$ cat src/design/clo_pkg.sv
// Package with register map, field positions and reset values of the loop override bank
package clo_pkg;

  // ==========================================================================
  // Register offsets
  // ==========================================================================
  localparam logic [7:0] CLO_ADDR_START_CAP = 8'h08;
  localparam logic [7:0] CLO_ADDR_ENABLES   = 8'h09;
  localparam logic [7:0] CLO_ADDR_ENABLES_2 = 8'h0A;

  // ==========================================================================
  // Field widths
  // ==========================================================================
  localparam int CLO_CAP_W     = 5;
  localparam int CLO_LEVEL_W   = 5;
  localparam int CLO_PATH_W    = 3;
  localparam int CLO_DET_W     = 4;
  localparam int CLO_PUMP_PD_W = 2;
  localparam int CLO_DIV_W     = 3;
  localparam int CLO_IDAC_W    = 3;
  localparam int CLO_TRIP_W    = 8;

  // ==========================================================================
  // Bit positions in the first enable register
  // ==========================================================================
  localparam int CLO_B_CAP_FORCE   = 7;
  localparam int CLO_B_LEVEL_FORCE = 6;
  localparam int CLO_B_PATH_FORCE  = 5;
  localparam int CLO_B_DET_FORCE   = 4;
  localparam int CLO_B_PUMP_FORCE  = 3;
  localparam int CLO_B_DIV_FORCE   = 2;
  localparam int CLO_B_FLD_FORCE   = 1;
  localparam int CLO_B_KEEP_FD     = 0;

  // ==========================================================================
  // Bit positions in the second enable register
  // ==========================================================================
  localparam int CLO_B_SBT_FORCE   = 7;
  localparam int CLO_B_IDAC_FORCE  = 6;
  localparam int CLO_B_TRIP_FORCE  = 5;
  localparam int CLO_B_F150_FORCE  = 4;
  localparam int CLO_B_RST_FORCE   = 3;
  localparam int CLO_B_RST_VALUE   = 2;
  localparam int CLO_B_LOCK_FORCE  = 1;
  localparam int CLO_B_LOCK_VALUE  = 0;

  // ==========================================================================
  // Reset values
  // ==========================================================================
  localparam logic [CLO_CAP_W-1:0] CLO_START_CAP_RESET = 5'h00;
  localparam logic [7:0]           CLO_ENABLES_RESET   = 8'h00;
  localparam logic [7:0]           CLO_ENABLES_2_RESET = 8'h10;
  localparam logic [7:0]           CLO_READ_ZERO       = 8'h00;

endpackage : clo_pkg

$ cat src/design/clo_force_mux.sv
// Registered select between a forced value and an internal value from the lock state machine or the detector
`timescale 1ns/100ps

module clo_force_mux
  #(parameter int WIDTH = 1)
  (
    input  wire logic             clock,
    input  wire logic             rst,
    input  wire logic             force_enable,
    input  wire logic [WIDTH-1:0] forced_value,
    input  wire logic [WIDTH-1:0] internal_value,
    output logic      [WIDTH-1:0] selected
  );

  // ==========================================================================
  // Select and register
  // ==========================================================================
  // Forced value wins only while its enable is set
  always_ff @(posedge clock)
  begin
    if (rst)
    begin
      selected <= '0;
    end
    else
    begin
      selected <= force_enable ? forced_value : internal_value;
    end
  end

endmodule // clo_force_mux

$ cat src/design/clo_loop_override.sv
// Per-channel recovery loop override register bank and control selection
`timescale 1ns/100ps

// Operation
// The start capacitor field seeds the oscillator code and replaces the computed count when forced.
// A set filter level force drives the filter level from the supplied five-bit value.
// A set loopback force takes both loopthrough selects from the supplied three-bit value.
// A set detector force takes detector enable and the three power-downs from the supplied bits.
// A set pump power force takes both pump power-downs from the supplied two-bit value.
// A set divider force uses the supplied divider select, otherwise the normal choice applies.
// A set lock detector force takes its power-down from the supplied bit.
// With lock mode set and the detector force clear the frequency detector stays enabled while the loop is locked.
// A set single-bit force takes the single-bit transition enable from the supplied bit.
// A set current force takes both pump currents from the two supplied three-bit values.
// A set trip force takes the comparator trip voltages from the supplied eight-bit value.
// The 150 filter force resets to one and then takes that enable from the supplied bit.
// A set recovery reset force holds the loop in reset from the reset value bit.
// A set lock force reports lock from the lock value bit instead of the detector.
// A clear force leaves each control to the lock state machine, and lock indication to the detector, and ignores the value.
// The channel register reset restores all three registers to their defaults.
module clo_loop_override
  import clo_pkg::*;
  (
    input  wire logic                     clock,
    input  wire logic                     rst,
    input  wire logic                     channel_regs_reset,
    input  wire logic [7:0]               reg_addr,
    input  wire logic                     reg_wr,
    input  wire logic [7:0]               reg_wdata,
    output logic      [7:0]               reg_rdata,
    input  wire logic [CLO_LEVEL_W-1:0]   filter_level_value,
    input  wire logic                     filter_150_value,
    input  wire logic [CLO_PATH_W-1:0]    loopback_path_value,
    input  wire logic [CLO_DET_W-1:0]     detector_power_value,
    input  wire logic [CLO_PUMP_PD_W-1:0] pump_power_value,
    input  wire logic [CLO_DIV_W-1:0]     divider_value,
    input  wire logic                     lock_detector_power_value,
    input  wire logic                     single_bit_value,
    input  wire logic [CLO_IDAC_W-1:0]    phase_pump_current_value,
    input  wire logic [CLO_IDAC_W-1:0]    freq_pump_current_value,
    input  wire logic [CLO_TRIP_W-1:0]    trip_value,
    input  wire logic [CLO_CAP_W-1:0]     sm_capacitor_count,
    input  wire logic [CLO_LEVEL_W-1:0]   sm_filter_level,
    input  wire logic                     sm_filter_150_enable,
    input  wire logic [CLO_PATH_W-1:0]    sm_loopback_path,
    input  wire logic [CLO_DET_W-1:0]     sm_detector_power,
    input  wire logic                     sm_locked,
    input  wire logic [CLO_PUMP_PD_W-1:0] sm_pump_power,
    input  wire logic [CLO_DIV_W-1:0]     sm_divider_select,
    input  wire logic                     sm_lock_detector_power,
    input  wire logic                     sm_single_bit_enable,
    input  wire logic [CLO_IDAC_W-1:0]    sm_phase_pump_current,
    input  wire logic [CLO_IDAC_W-1:0]    sm_freq_pump_current,
    input  wire logic [CLO_TRIP_W-1:0]    sm_trip_voltage,
    input  wire logic                     sm_recovery_reset,
    input  wire logic                     detector_lock,
    output logic      [CLO_CAP_W-1:0]     vco_initial_capacitor_code,
    output logic      [CLO_CAP_W-1:0]     capacitor_count,
    output logic      [CLO_LEVEL_W-1:0]   filter_level,
    output logic                          filter_150_enable,
    output logic      [CLO_PATH_W-1:0]    loopback_path,
    output logic      [CLO_DET_W-1:0]     detector_power,
    output logic      [CLO_PUMP_PD_W-1:0] pump_powerdown,
    output logic      [CLO_DIV_W-1:0]     divider_select,
    output logic                          freq_lock_detector_powerdown,
    output logic                          single_bit_enable,
    output logic      [CLO_IDAC_W-1:0]    phase_pump_current,
    output logic      [CLO_IDAC_W-1:0]    freq_pump_current,
    output logic      [CLO_TRIP_W-1:0]    trip_voltage,
    output logic                          recovery_reset,
    output logic                          lock_indication
  );

  // ==========================================================================
  // Register storage
  // ==========================================================================
  logic [7:0] cdr_loop_override_enables;
  logic [7:0] cdr_loop_override_enables_2;
  logic       restore;
  logic       fd_internal;
  logic [CLO_DET_W-1:0] det_internal;

  assign restore = rst | channel_regs_reset;

  // Start capacitor code, upper bits reserved
  always_ff @(posedge clock)
  begin
    if (restore)
    begin
      vco_initial_capacitor_code <= CLO_START_CAP_RESET;
    end
    else if (reg_wr && reg_addr == CLO_ADDR_START_CAP)
    begin
      vco_initial_capacitor_code <= reg_wdata[CLO_CAP_W-1:0];
    end
  end

  // First enable register
  always_ff @(posedge clock)
  begin
    if (restore)
    begin
      cdr_loop_override_enables <= CLO_ENABLES_RESET;
    end
    else if (reg_wr && reg_addr == CLO_ADDR_ENABLES)
    begin
      cdr_loop_override_enables <= reg_wdata;
    end
  end

  // Second enable register, 150 filter force defaults high
  always_ff @(posedge clock)
  begin
    if (restore)
    begin
      cdr_loop_override_enables_2 <= CLO_ENABLES_2_RESET;
    end
    else if (reg_wr && reg_addr == CLO_ADDR_ENABLES_2)
    begin
      cdr_loop_override_enables_2 <= reg_wdata;
    end
  end

  // ==========================================================================
  // Read port
  // ==========================================================================
  // Registered read of the addressed register, zero elsewhere
  always_ff @(posedge clock)
  begin
    if (rst)
    begin
      reg_rdata <= CLO_READ_ZERO;
    end
    else
    begin
      unique case (reg_addr)
        CLO_ADDR_START_CAP: reg_rdata <= {{(8-CLO_CAP_W){1'b0}}, vco_initial_capacitor_code};
        CLO_ADDR_ENABLES:   reg_rdata <= cdr_loop_override_enables;
        CLO_ADDR_ENABLES_2: reg_rdata <= cdr_loop_override_enables_2;
        default:            reg_rdata <= CLO_READ_ZERO;
      endcase
    end
  end

  // ==========================================================================
  // Control selection
  // ==========================================================================
  // Lock mode keeps the frequency detector on while locked
  assign fd_internal  = sm_detector_power[0] | (cdr_loop_override_enables[CLO_B_KEEP_FD] & sm_locked);
  assign det_internal = {sm_detector_power[CLO_DET_W-1:1], fd_internal};

  // Each control takes its forced value only while enabled
  clo_force_mux #(.WIDTH(CLO_CAP_W)) u_cap (
    .clock(clock), .rst(rst), .force_enable(cdr_loop_override_enables[CLO_B_CAP_FORCE]),
    .forced_value(vco_initial_capacitor_code), .internal_value(sm_capacitor_count), .selected(capacitor_count));
  clo_force_mux #(.WIDTH(CLO_LEVEL_W)) u_level (
    .clock(clock), .rst(rst), .force_enable(cdr_loop_override_enables[CLO_B_LEVEL_FORCE]),
    .forced_value(filter_level_value), .internal_value(sm_filter_level), .selected(filter_level));
  clo_force_mux #(.WIDTH(CLO_PATH_W)) u_path (
    .clock(clock), .rst(rst), .force_enable(cdr_loop_override_enables[CLO_B_PATH_FORCE]),
    .forced_value(loopback_path_value), .internal_value(sm_loopback_path), .selected(loopback_path));
  clo_force_mux #(.WIDTH(CLO_DET_W)) u_det (
    .clock(clock), .rst(rst), .force_enable(cdr_loop_override_enables[CLO_B_DET_FORCE]),
    .forced_value(detector_power_value), .internal_value(det_internal), .selected(detector_power));
  clo_force_mux #(.WIDTH(CLO_PUMP_PD_W)) u_pump (
    .clock(clock), .rst(rst), .force_enable(cdr_loop_override_enables[CLO_B_PUMP_FORCE]),
    .forced_value(pump_power_value), .internal_value(sm_pump_power), .selected(pump_powerdown));
  clo_force_mux #(.WIDTH(CLO_DIV_W)) u_div (
    .clock(clock), .rst(rst), .force_enable(cdr_loop_override_enables[CLO_B_DIV_FORCE]),
    .forced_value(divider_value), .internal_value(sm_divider_select), .selected(divider_select));
  clo_force_mux #(.WIDTH(1)) u_fld (
    .clock(clock), .rst(rst), .force_enable(cdr_loop_override_enables[CLO_B_FLD_FORCE]),
    .forced_value(lock_detector_power_value), .internal_value(sm_lock_detector_power),
    .selected(freq_lock_detector_powerdown));
  clo_force_mux #(.WIDTH(1)) u_sbt (
    .clock(clock), .rst(rst), .force_enable(cdr_loop_override_enables_2[CLO_B_SBT_FORCE]),
    .forced_value(single_bit_value), .internal_value(sm_single_bit_enable), .selected(single_bit_enable));
  clo_force_mux #(.WIDTH(2*CLO_IDAC_W)) u_idac (
    .clock(clock), .rst(rst), .force_enable(cdr_loop_override_enables_2[CLO_B_IDAC_FORCE]),
    .forced_value({phase_pump_current_value, freq_pump_current_value}),
    .internal_value({sm_phase_pump_current, sm_freq_pump_current}),
    .selected({phase_pump_current, freq_pump_current}));
  clo_force_mux #(.WIDTH(CLO_TRIP_W)) u_trip (
    .clock(clock), .rst(rst), .force_enable(cdr_loop_override_enables_2[CLO_B_TRIP_FORCE]),
    .forced_value(trip_value), .internal_value(sm_trip_voltage), .selected(trip_voltage));
  clo_force_mux #(.WIDTH(1)) u_f150 (
    .clock(clock), .rst(rst), .force_enable(cdr_loop_override_enables_2[CLO_B_F150_FORCE]),
    .forced_value(filter_150_value), .internal_value(sm_filter_150_enable), .selected(filter_150_enable));
  clo_force_mux #(.WIDTH(1)) u_rst (
    .clock(clock), .rst(rst), .force_enable(cdr_loop_override_enables_2[CLO_B_RST_FORCE]),
    .forced_value(cdr_loop_override_enables_2[CLO_B_RST_VALUE]), .internal_value(sm_recovery_reset),
    .selected(recovery_reset));
  clo_force_mux #(.WIDTH(1)) u_lock (
    .clock(clock), .rst(rst), .force_enable(cdr_loop_override_enables_2[CLO_B_LOCK_FORCE]),
    .forced_value(cdr_loop_override_enables_2[CLO_B_LOCK_VALUE]), .internal_value(detector_lock),
    .selected(lock_indication));
endmodule // clo_loop_override

$ cat config.mk
export PLATFORM = sky130hd
export DESIGN_NAME = clo_loop_override
export DESIGN_NICKNAME = d
export VERILOG_FILES = /design/src/design/clo_pkg.sv /design/src/design/clo_force_mux.sv /design/src/design/clo_loop_override.sv
export SDC_FILE = /design/constraint.sdc
export NUM_CORES = 1
export LEC_CHECK = 0
export BUFFER_PORTS_ARGS = -buffer_cell sky130_fd_sc_hd__clkbuf_2
export CAP_MARGIN = 15
export CORE_ASPECT_RATIO = 1.75
export CORE_MARGIN = 1.5
export CORE_UTILIZATION = 47
export DETAILED_ROUTE_END_ITERATION = 10
export GPL_ROUTABILITY_DRIVEN = 1
export PLACE_DENSITY = 0.94
export REMOVE_ABC_BUFFERS = 1
export SLEW_MARGIN = 20
export SYNTH_ARGS = -nofsm -noshare
export SYNTH_HDL_FRONTEND = slang
export SYNTH_SLANG_ARGS = --single-unit
$ cat constraint.sdc
create_clock -name clock -period 3.15 [get_ports clock]
set_input_delay 0.1575 -clock clock [delete_from_list [all_inputs] [get_ports clock]]
set_output_delay 0.1575 -clock clock [all_outputs]
set_load 0.05 [all_outputs]
==> tab_implementation.tex, run 1 <==
\begin{tabular}{lr}
\hline
Metric & Value \\
\hline
\multicolumn{2}{l}{\textbf{Place}} \\
Port bufs & 149 \\
Total cell area at the placement stage & 3380 um2 \\
Dpl hpwl & 5170 um \\
Routability congestion estimate from global placement & between 0.8 and 0.9 \\
Pre-CTS setup slack & $\sim$1.4 ns \\
\multicolumn{2}{l}{\textbf{Route}} \\
Post-DR wirelength/cell & 14.3 um \\
M1 wire length & between 2000 and 2500 um \\
Total number of vias & 2338 \\
Total met3 wirelength after detailed routing & 322 um \\
Top layer in use & met4 \\
Detailed route wirelength on metal2 & 4040 um \\
Number of optimization iterations in the first detailed-route pass & 4 \\
DRC violations left & 0 \\
First DRT Iteration DRCs & 70 \\
Detail Route Antenna Nets & 0 \\
Detailed Route WL & about 6800 um \\
Mean number of vias per cell & 4.91 \\
\multicolumn{2}{l}{\textbf{Power}} \\
Switching power summed over all nets & 0.511 mW \\
Total power density per cell area & roughly 560 nW/um2 \\
Reported leakage power & between 1.5 and 2 nW \\
Relative contribution of sequential cells to total power & 0.452 \\
Clock share of power & 0.426 \\
Internal power consumption & 1.52 mW \\
Net Sw Frac & 0.251 \\
Part of the total power dissipated in combinational logic & 0.122 \\
IR Drop Worst-Case VDD & approximately 0.00037 V \\
\multicolumn{2}{l}{\textbf{Worst setup path}} \\
Critical path start-end classification & primary input to flip-flop \\
Reg2reg setup slack & 2.06 ns \\
Endpoint class of the critical path & flip-flop \\
Worst Path Max Fanout & 9 \\
WP data required & 3.35 ns \\
Element type at the critical path start & primary input \\
WP data arrival & 1.65 ns \\
\multicolumn{2}{l}{\textbf{Floorplanning}} \\
I/O pin total & 150 \\
Full die area & 6010 um2 \\
Vertical die dimension & $\sim$100 um \\
Horizontal die dimension & 59.3 um \\
Area of the core region & 5300 um2 \\
Starting density of the core & 0.491 \\
Total number of placement rows & 35 \\
\multicolumn{2}{l}{\textbf{Layout}} \\
Diode count & 0 \\
Post-route core utilization & 0.685 \\
Share of post-route cells with drive strength above 1 & 0.420 \\
Finished layout cell area & 3630 um2 \\
Syn-to-layout area delta & 39.4\% \\
Number of filler cells placed in the layout & approximately 400 \\
Nets@finish & 493 \\
\multicolumn{2}{l}{\textbf{GRT}} \\
Largest net degree at the start of global routing & 29 \\
Wire length of the first global-routing pass & 10200 um \\
Final global-route overflow total & 0 \\
Via count of the first global-routing pass & $\sim$2300 \\
Number of antenna violations at the first check in global routing & 0 \\
All-layer global routing usage & 0.226 \\
\multicolumn{2}{l}{\textbf{Flow run}} \\
Total of max-cap violations & 0 \\
\multicolumn{2}{l}{\textbf{Yosys}} \\
Synth async-reset ratio & 0 \\
Number of cells produced by synthesis & $\sim$250 \\
Cell types with the largest area share after synthesis & dfxtp\_1 (54\%), mux2i\_1 (25\%), nor2\_1 (7.1\%), nand2\_1 (4.0\%), clkbuf\_1 (2.0\%) \\
Post-synthesis cell type count & 17 \\
Leading register cell type out of synthesis & dfxtp\_1 \\
Number of enable flip-flop cells after synthesis & 0 \\
Count of yosys warnings during synthesis & 0 \\
Proportion of synthesized chip area in sequential cells & 0.538 \\
Cell with the most instances after synthesis & dfxtp\_1 \\
Area of the mapped netlist & 2600 um2 \\
Top post-synthesis cells by count & dfxtp\_1 (70), mux2i\_1 (66), nor2\_1 (49), nand2\_1 (28), clkbuf\_1 (14) \\
Post-Syn Area per Cell & 10.3 um2 \\
Share of the synthesized area in the top cell type & 0.538 \\
Flip-flop and latch count after synthesis & 70 \\
Yosys top cell by area & dfxtp\_1 \\
\multicolumn{2}{l}{\textbf{CTS}} \\
Root buf cell & clkbuf\_8 \\
Clock transition at path regs & 0.08 ns \\
Post-cts sizing count & 0 \\
Clock sink count & 70 \\
\# hold bufs at CTS & 0 \\
H-tree level count & 3 \\
Clock tree from TritonCTS & built \\
Clock network latency to the later pin of the worst-skew pair & 0.34 ns \\
Number of buffers created by CTS & 9 \\
Maximum clock path buffer count & 2 \\
Post CTS Setup Buffer Count & 0 \\
\multicolumn{2}{l}{\textbf{Timing}} \\
Worst-case headroom to the max-slew limit & 0.613 \\
Setup repair after global routing missed its margin & no \\
Actual slew at the worst max-slew pin & around 0.57 ns \\
Fin crit share & 0.460 \\
Worst-case setup margin in the final layout & 1.70 ns \\
Highest clock frequency the design can meet & 690 MHz \\
Setup violation total in the final timing report & 0 \\
Number of pins exceeding their max-slew limit in the final report & 0 \\
Min Hold Slack & 0.0412 ns \\
Final Hold Vio Count & 0 \\
Time the worst path needs with I/O delays and setup & around 1.4 ns \\
Final setup TNS & 0 ns \\
Clock tree skew after final layout & 0.0118 ns \\
\multicolumn{2}{l}{\textbf{Min path}} \\
Path class of the lowest-slack min-delay path & primary input to flip-flop \\
\multicolumn{2}{l}{\textbf{Run status}} \\
Run status & completed \\
\hline
\end{tabular}
through the flow:
stage / total power [mW] / cells
CTS: 2.05 / 476
global placement: 1.18 / 460
global route: 2.10 / 476
detailed placement: 1.19 / 460
floorplan: 1.08 / 235
finish: 2.04 / 476
power by group through the flow:
stage | Sequential, mW | Combinational (mW) | Clock [mW]
floorplan | 1.04 | 0.0416 | 0
global placement | 0.939 | 0.242 | 0
detailed placement | 0.941 | 0.248 | 0
CTS | 0.920 | 0.250 | 0.880
global route | 0.922 | 0.264 | 0.918
finish | 0.920 | 0.249 | 0.866
path summary, 6_finish.rpt:
path                                                startpoint                        endpoint  cells past startpoint
worst min-delay path                        sm_trip_voltage[0]              u_trip.selected[0]                      3
worst min register to register  cdr_loop_override_enables_2[0]  cdr_loop_override_enables_2[0]                      2
worst max-delay path                               reg_addr[1]    cdr_loop_override_enables[7]                      4
worst max register to register  cdr_loop_override_enables_2[5]              u_trip.selected[4]                      2
cells in the final DEF (no fill, tap or decap):
| master | n |
|---|---|
| bufinv_16 | 3 |
| clkinv_2 | 1 |
| nor4b_1 | 1 |
| nor4b_4 | 1 |
| clkbuf_8 | 9 |
| a2bb2oi_1 | 5 |
| nor3b_1 | 1 |
| mux2i_1 | 66 |
| a22oi_1 | 3 |
| dfxtp_1 | 70 |
| clkbuf_2 | 149 |
| nor2b_1 | 3 |
| nand2_1 | 28 |
| nand3_1 | 2 |
| a211oi_1 | 1 |
| clkinvlp_4 | 1 |
| buf_4 | 2 |
| nor3_1 | 3 |
| inv_6 | 1 |
| or4b_4 | 1 |
| clkinv_4 | 1 |
| or4_1 | 1 |
| nor2_1 | 49 |
worst max-delay path, cell delays in order:
cell,delay (ns)
clkbuf_2,0.20
nor2b_1,0.52
nand3_1,0.53
mux2i_1,0.23
layer usage:
metal,GRT usage,vias to the layer above
li1,-,1140
met1,0.201,1093
met2,0.443,90
met3,0.0485,15
met4,0.117,0
met5,0,-
cell families after synthesis:
group,share of synthesized area
compound gates,0.0284
mux,0.254
flops,0.538
buf+inv,0.0279
simple gates,0.151
sequential cells by signal (all words and copies together), names as in the netlist, 2 cells and up:
register and flops:
cdr_loop_override_enables 8, cdr_loop_override_enables_2 8, reg_rdata 8, u_trip.selected 8
u_idac.selected 6, u_cap.selected 5, u_level.selected 5, vco_initial_capacitor_code 5
u_det.selected 4, u_div.selected 3, u_path.selected 3, u_pump.selected 2
final cells by class:
class,count,area (um2),share of cell area
clock buffers,9,124,0.0341
clock inverters,7,120,0.0331
multi-input cells,165,1130,0.311
flip-flops and latches,70,1400,0.386
well taps,74,92.6,0.0255
repair buffers,151,761,0.210
Power figures use the tool's default switching activity.
==> inputs of run 2 (changes only) <==
- ABC_AREA: not set -> 1
- CORE_UTILIZATION: 47 -> 44
- PLACE_DENSITY: 0.94 -> 0.88
- clock period: 3.15 -> 1.4 ns (I/O delays scaled with it)
==> run 2 against run 1 <==
  * The run now ends with hold timing left
  * Register-to-register slack lost 2.0 ns
  * Cell count is 44% higher
  * Worst hold slack worse by 0.069 ns
  * Combinational power grew to 3.1 times the previous value
  * Total power increased by 120%
  * Synthesized cell count rose by 46%
  * Non-clock buffer count rose by 77
  * Highest routed layer unchanged
==> tab_implementation.tex, run 2 <==
\begin{tabular}{lr}
\hline
Metric & Value \\
\hline
\multicolumn{2}{l}{\textbf{Run status}} \\
Run status & finished with violations \\
Violated checks & hold timing \\
\multicolumn{2}{l}{\textbf{Yosys}} \\
Post-Syn Area per Cell & 7.45 um2 (-28\%) \\
Number of enable flip-flop cells after synthesis & 0 (unchanged) \\
Post-synthesis cell type count & 21 (+4) \\
Number of cells produced by synthesis & 370 (+46\%) \\
Leading register cell type out of synthesis & dfxtp\_1 \\
Flip-flop and latch count after synthesis & 70 (unchanged) \\
Synth async-reset ratio & 0 (unchanged) \\
Count of yosys warnings during synthesis & 0 (unchanged) \\
Share of the synthesized area in the top cell type & 0.509 (-0.0298) \\
Proportion of synthesized chip area in sequential cells & 0.509 (-0.0298) \\
Cell types with the largest area share after synthesis & dfxtp\_1 (51\%), nor2\_1 (16\%), o21ai\_0 (7.4\%), nand2\_1 (6.3\%), nand3\_1 (3.8\%) \\
Yosys top cell by area & dfxtp\_1 \\
Cell with the most instances after synthesis & nor2\_1 \\
Top post-synthesis cells by count & nor2\_1 (115), dfxtp\_1 (70), nand2\_1 (46), o21ai\_0 (41), inv\_1 (27) \\
Area of the mapped netlist & 2760 um2 (+5.9\%) \\
\multicolumn{2}{l}{\textbf{Route}} \\
Mean number of vias per cell & 4.98 (+1.4\%) \\
Total number of vias & 3406 (+46\%) \\
First DRT Iteration DRCs & 162 (+130\%) \\
DRC violations left & 0 (unchanged) \\
Post-DR wirelength/cell & 14.7 um (+3.0\%) \\
Detail Route Antenna Nets & 0 (unchanged) \\
Number of optimization iterations in the first detailed-route pass & 6 (+2) \\
Detailed Route WL & 10100 um (+48\%) \\
\multicolumn{2}{l}{\textbf{Timing}} \\
Time the worst path needs with I/O delays and setup & 1.31 ns \\
Actual slew at the worst max-slew pin & 0.413 ns (-0.160 ns) \\
Final Hold Vio Count & 1 (+1) \\
Clock tree skew after final layout & 0.00515 ns (-0.00661 ns) \\
Number of pins exceeding their max-slew limit in the final report & 0 (unchanged) \\
Highest clock frequency the design can meet & roughly 770 MHz \\
Final setup TNS & 0 ns (unchanged) \\
Fin crit share & 0.933 \\
Setup repair after global routing missed its margin & no \\
Min Hold Slack & -0.0281 ns (-0.0693 ns) \\
Worst-case headroom to the max-slew limit & 0.724 (+0.111) \\
Setup violation total in the final timing report & 0 (unchanged) \\
\multicolumn{2}{l}{\textbf{Layout}} \\
Leading cell type in the layout, fill and taps excluded & clkbuf\_2 \\
Nets@finish & 695 (+41\%) \\
Share of post-route cells with drive strength above 1 & 0.316 (-0.104) \\
Syn-to-layout area delta & 64.8\% \\
Diode count & 0 (unchanged) \\
Most frequent cells in the layout & clkbuf\_2 (149), nor2\_1 (114), dlygate4sd3\_1 (76) \\
\multicolumn{2}{l}{\textbf{Floorplanning}} \\
Area of the core region & 6130 um2 (+16\%) \\
Horizontal die dimension & 62.8 um (+6.0\%) \\
Full die area & 6760 um2 (+13\%) \\
Starting density of the core & 0.449 (-0.0419) \\
I/O pin total & 150 (unchanged) \\
Vertical die dimension & 108 um (+6.2\%) \\
Total number of placement rows & 38 (+8.6\%) \\
\multicolumn{2}{l}{\textbf{GRT}} \\
Final global-route overflow total & 0 (unchanged) \\
Largest net degree at the start of global routing & 28 (-3.4\%) \\
Number of antenna violations at the first check in global routing & 0 (unchanged) \\
All-layer global routing usage & 0.304 (+0.0784) \\
Wire length of the first global-routing pass & 15600 um (+52\%) \\
Via count of the first global-routing pass & 3445 (+47\%) \\
\multicolumn{2}{l}{\textbf{Worst setup path}} \\
Critical register-to-register path endpoint & u\_div.selected[2] \\
Endpoint class of the critical path & flip-flop \\
Critical path start-end classification & flip-flop to flip-flop \\
WP data arrival & 1.54 ns (-0.11 ns) \\
Reg2reg setup slack & 0.09 ns (-1.97 ns) \\
Worst Path Max Fanout & 5 (-4) \\
WP data required & 1.63 ns (-1.72 ns) \\
Critical R2R Launch & cdr\_loop\_override\_enables[2] \\
Element type at the critical path start & flip-flop \\
Number of cells traversed by the worst register-to-register path & 4 (+2) \\
\multicolumn{2}{l}{\textbf{Power}} \\
IR Drop Worst-Case VDD & 0.000539 V (+45\%) \\
Reported leakage power & 2.38 nW (+36\%) \\
Total power density per cell area & 988 nW/um2 (+76\%) \\
\multicolumn{2}{l}{\textbf{Min path}} \\
Hold depth & 3 (unchanged) \\
End point of the worst hold path & u\_trip.selected[1] \\
Startpoint of the lowest-slack hold path & sm\_trip\_voltage[1] \\
Path class of the lowest-slack min-delay path & primary input to flip-flop \\
\multicolumn{2}{l}{\textbf{CTS}} \\
Clock network latency to the later pin of the worst-skew pair & 0.35 ns (about the same) \\
Clock transition at path regs & 0.07 ns (about the same) \\
Post CTS Setup Buffer Count & 0 (unchanged) \\
Number of buffers created by CTS & 9 (unchanged) \\
Root buf cell & clkbuf\_8 \\
Maximum clock path buffer count & 2 (unchanged) \\
Clock sink count & 70 (unchanged) \\
H-tree level count & 3 (unchanged) \\
Clock tree from TritonCTS & built \\
\multicolumn{2}{l}{\textbf{Place}} \\
Dpl hpwl & 5930 um (+15\%) \\
Routability congestion estimate from global placement & 0.958 (+11\%) \\
Port bufs & 149 (unchanged) \\
\multicolumn{2}{l}{\textbf{Flow run}} \\
Total of max-cap violations & 0 (unchanged) \\
\hline
\end{tabular}
## run 2: critical path, stage by stage, from the launching register on
cell and delay [ns]:
dfxtp_2 0.37, inv_1 0.09, nor2_1 0.11, nor2_1 0.06
dlygate4sd3_1 0.56
## run 2: worst max-delay path by stage
stage	startpoint	end	slack (ns)	cells past startpoint
finish	cdr_loop_override_enables[2]	u_div.selected[2]	0.09	4
global route	cdr_loop_override_enables[3]	u_pump.selected[0]	0.003	4
CTS	cdr_loop_override_enables[5]	u_path.selected[0]	0.06	4
detailed placement	reg_addr[7]	cdr_loop_override_enables[3]	0.21	8
global placement	reg_addr[4]	cdr_loop_override_enables[3]	0.31	7
floorplan	vco_initial_capacitor_code[1]	reg_rdata[1]	0.39	4
## run 2: repair_timing
item                                    4_1_cts  5_1_grt
endpoints found under the hold margin        50        1
endpoints found under the setup margin        0        5
hold buffers                                 75        1
gates resized for setup                       0        3
## run 2: power breakdown
part | internal (mW) | leakage, nW | total [mW] | switching, mW
registers | 2.05 | 0.576 | 2.07 | 0.0193
logic | 0.319 | 1.70 | 0.767 | 0.448
clock network | 0.911 | 0.106 | 1.65 | 0.734
total | 3.28 | 2.38 | 4.49 | 1.20
## run 2: cell type report
| class | instances | area, um2 |
|---|---|---|
| timing repair buffer | 228 | 1540 |
| tap | 80 | 100 |
| inverter | 34 | 128 |
| sequential | 70 | 1400 |
| clock inverter | 4 | 45.0 |
| multi-input combinational | 256 | 1170 |
| clock buffer | 12 | 155 |
| fill | 429 | 1590 |
## run 2: metal layers
metal | track usage | part of all wire
met4 | 0.249 | 0.062
met5 | 0 | 0
met3 | 0.0764 | 0.058
met1 | 0.277 | 0.34
met2 | 0.558 | 0.54
## run 2: logic make-up (layout without fill, tap and decap cells)
kind of cell           Yosys count  in the layout  share of synthesized area
AO/OA/AOI/OAI                   59             59                      0.113
buffers and inverters           44            278                     0.0686
flip-flops                      70             70                      0.509
AND/OR/NAND/NOR                197            197                      0.310
## run 2: through the flow
stage / std cells / worst slack (ns) / cell area (um2) / utilization / power, mW
floorplan: 360 / 0.388 / 2690 / - / 2.45
global placement: 592 / 0.305 / 3570 / 0.583 / 2.68
detailed placement: 592 / 0.209 / 3570 / 0.583 / 2.69
CTS: 683 / 0.0572 / 4530 / 0.738 / 4.46
global route: 684 / 0.00254 / 4540 / 0.740 / 4.65
finish: 684 / 0.0942 / 4540 / 0.740 / 4.49
==> inputs of run 3 (changes only) <==
- ABC_AREA: 1 -> not set
- CORE_UTILIZATION: 44 -> 43
- GPL_TIMING_DRIVEN: not set -> 1
- HOLD_SLACK_MARGIN: not set -> 0.05
==> run 3 against run 2 <==
  * The flow now finishes without violations
  * Cell count down 16%
  * First-iteration DRC count down 3.1%
  * Worst hold slack better by 0.090 ns
  * Routed wire length down 11%
  * Via count down 19%
  * Sequential power about the same
  * Utilization up 1.9 points
==> tab_implementation.tex, run 3 (synthesized netlist as in run 1, its figures left out) <==
\begin{tabular}{lr}
\hline
Metric & Value \\
\hline
\multicolumn{2}{l}{\textbf{Run status}} \\
Run status & completed \\
\multicolumn{2}{l}{\textbf{Power}} \\
Internal power consumption & 3.22 mW (-2.0\%) \\
Relative contribution of sequential cells to total power & 0.468 (+0.006) \\
IR Drop Worst-Case VDD & 0.000816 V (+51\%) \\
Switching power summed over all nets & 1.21 mW (+0.56\%) \\
Total chip power & 4.43 mW (-1.3\%) \\
Total power density per cell area & 992 nW/um2 (+0.37\%) \\
Reported leakage power & 2.11 nW (-11\%) \\
Clock share of power & 0.356 (-0.011) \\
Part of the total power dissipated in combinational logic & 0.176 (+0.005) \\
Net Sw Frac & 0.273 (+0.00510) \\
\multicolumn{2}{l}{\textbf{CTS}} \\
Clock tree from TritonCTS & built \\
H-tree level count & 3 (unchanged) \\
Root buf cell & clkbuf\_8 \\
Clock network latency to the later pin of the worst-skew pair & 0.35 ns (about the same) \\
Clock sink count & 70 (unchanged) \\
\# hold bufs at CTS & 82 (+9.3\%) \\
Post CTS Setup Buffer Count & 0 (unchanged) \\
Post-cts sizing count & 0 (unchanged) \\
Number of buffers created by CTS & 9 (unchanged) \\
Clock transition at path regs & 0.07 ns (about the same) \\
Maximum clock path buffer count & 2 (unchanged) \\
\multicolumn{2}{l}{\textbf{Min path}} \\
Startpoint of the lowest-slack hold path & channel\_regs\_reset \\
Hold depth & 3 (unchanged) \\
End point of the worst hold path & cdr\_loop\_override\_enables\_2[4] \\
Path class of the lowest-slack min-delay path & primary input to flip-flop \\
\multicolumn{2}{l}{\textbf{Floorplanning}} \\
Horizontal die dimension & 61.8 um (-1.6\%) \\
Vertical die dimension & 106 um (-1.6\%) \\
Area of the core region & 5880 um2 (-4.1\%) \\
Total number of placement rows & 37 (-2.6\%) \\
Starting density of the core & 0.443 (-0.00656) \\
I/O pin total & 150 (unchanged) \\
Full die area & 6550 um2 (-3.2\%) \\
\multicolumn{2}{l}{\textbf{Timing}} \\
Number of pins exceeding their max-slew limit in the final report & 0 (unchanged) \\
Setup repair after global routing missed its margin & no \\
Setup violation total in the final timing report & 0 (unchanged) \\
Min Hold Slack & 0.0619 ns (+0.0899 ns) \\
Clock tree skew after final layout & 0.00693 ns (+0.00179 ns) \\
Worst-case setup margin in the final layout & 0.0639 ns (-0.0302 ns) \\
Time the worst path needs with I/O delays and setup & 1.34 ns (+0.0302 ns) \\
Worst-case headroom to the max-slew limit & 0.616 (-0.108) \\
Fin crit share & 0.954 (+0.0216) \\
Highest clock frequency the design can meet & 748 MHz (-2.3\%) \\
Final Hold Vio Count & 0 (-1) \\
Actual slew at the worst max-slew pin & 0.576 ns (+0.163 ns) \\
\multicolumn{2}{l}{\textbf{GRT}} \\
All-layer global routing usage & 0.286 (-0.0176) \\
Largest net degree at the start of global routing & 29 (+3.6\%) \\
Wire length of the first global-routing pass & 13600 um (-13\%) \\
Final global-route overflow total & 0 (unchanged) \\
Number of antenna violations at the first check in global routing & 1 (+1) \\
Via count of the first global-routing pass & 2981 (-13\%) \\
\multicolumn{2}{l}{\textbf{Route}} \\
Detail Route Antenna Nets & 0 (unchanged) \\
Post-DR wirelength/cell & 15.7 um (+6.6\%) \\
First DRT Iteration DRCs & 157 (-3.1\%) \\
Number of optimization iterations in the first detailed-route pass & 4 (-2) \\
DRC violations left & 0 (unchanged) \\
Total number of vias & 2770 (-19\%) \\
Mean number of vias per cell & 4.84 (-2.7\%) \\
Detailed Route WL & 8970 um (-11\%) \\
\multicolumn{2}{l}{\textbf{Place}} \\
Total cell area at the placement stage & 3450 um2 (-3.5\%) \\
Placed instance count & 472 (-20\%) \\
Routability congestion estimate from global placement & 0.816 (-15\%) \\
Pre-CTS setup slack & -0.115 ns (-0.324 ns) \\
Dpl hpwl & 5200 um (-12\%) \\
Port bufs & 149 (unchanged) \\
\multicolumn{2}{l}{\textbf{Worst setup path}} \\
Reg2reg setup slack & 0.06 ns (-0.03 ns) \\
Crit path from & cdr\_loop\_override\_enables[1] \\
WP data arrival & 1.58 ns (+0.04 ns) \\
Critical register-to-register path endpoint & u\_fld.selected \\
Number of cells traversed by the worst register-to-register path & 3 (-1) \\
Element type at the critical path start & flip-flop \\
Critical path start-end classification & flip-flop to flip-flop \\
WP data required & 1.64 ns (about the same) \\
Critical R2R Launch & cdr\_loop\_override\_enables[1] \\
Worst Path Max Fanout & 3 (-2) \\
Endpoint class of the critical path & flip-flop \\
\multicolumn{2}{l}{\textbf{Layout}} \\
Leading cell type in the layout, fill and taps excluded & clkbuf\_2 \\
Share of post-route cells with drive strength above 1 & 0.358 (+0.0415) \\
Post-Layout Cell Count & 572 (-16\%) \\
Number of filler cells placed in the layout & 392 (-8.6\%) \\
Nets@finish & 583 (-16\%) \\
Syn-to-layout area delta & 71.5\% \\
Most frequent cells in the layout & clkbuf\_2 (149), dlygate4sd3\_1 (82), dfxtp\_1 (70) \\
Finished layout cell area & 4460 um2 (-1.7\%) \\
\multicolumn{2}{l}{\textbf{Flow run}} \\
Total of max-cap violations & 0 (unchanged) \\
\hline
\end{tabular}
## run 3: cell count changes in the layout (fill, tap and decap cells not counted), moves of 5 or more
cell           change
buf_4              +8
nand2_1           -18
nand2_2            -7
o21ai_0           -41
a21oi_1           -12
dlygate4sd3_1      +6
mux2i_1           +66
nor2_1            -65
a2bb2oi_1          +5
nand3_1           -19
o21bai_1           -5
inv_1             -27
inv_2              -6
## run 3: metal layers
layer	wire, um	part of all wire	global-route usage	vias up
met5	0	0	0	-
met4	582	0.065	0.201	0
met3	426	0.048	0.0803	50
met2	4940	0.55	0.498	140
met1	3020	0.34	0.266	1265
li1	-	-	-	1315
## run 3: area by class of cell
type | count | area [um2] | area share
multi-input combinational | 165 | 1130 | 0.253
timing repair buffer | 241 | 1640 | 0.368
tap | 78 | 97.6 | 0.0219
clock inverter | 6 | 62.6 | 0.0140
antenna | 2 | 5.00 | 0.00112
sequential | 70 | 1400 | 0.314
clock buffer | 10 | 128 | 0.0286
## run 3: power groups by stage
stage	combinational [mW]	clock, mW	sequential [mW]
detailed placement	0.573	0	2.12
finish	0.780	1.57	2.07
CTS	0.754	1.59	2.07
global placement	0.561	0	2.11
global route	0.825	1.68	2.08
floorplan	0.0936	0	2.34
## run 3: through the flow
stage / TNS, ns / utilization
global placement: -0.477 / 0.587
detailed placement: -0.743 / 0.587
floorplan: 0 / -
CTS: 0 / 0.758
finish: 0 / 0.759
global route: 0 / 0.759
## run 3: how the worst max path moves through the flow
stage / to / slack [ns] / depth (start not counted)
final: u_fld.selected / 0.06 / 3
after detailed placement: reg_rdata[5] / -0.12 / 4
after global routing: u_sbt.selected / 0.01 / 3
after global placement: reg_rdata[5] / -0.06 / 4
after floorplan: vco_initial_capacitor_code[0] / 0.04 / 3
after CTS: u_pump.selected[0] / 0.07 / 3
## run 3: critical path: stages, from the launching register on
cell           delay, ns
dfxtp_1             0.39
mux2i_1             0.21
dlygate4sd3_1       0.58
nor2_1              0.05
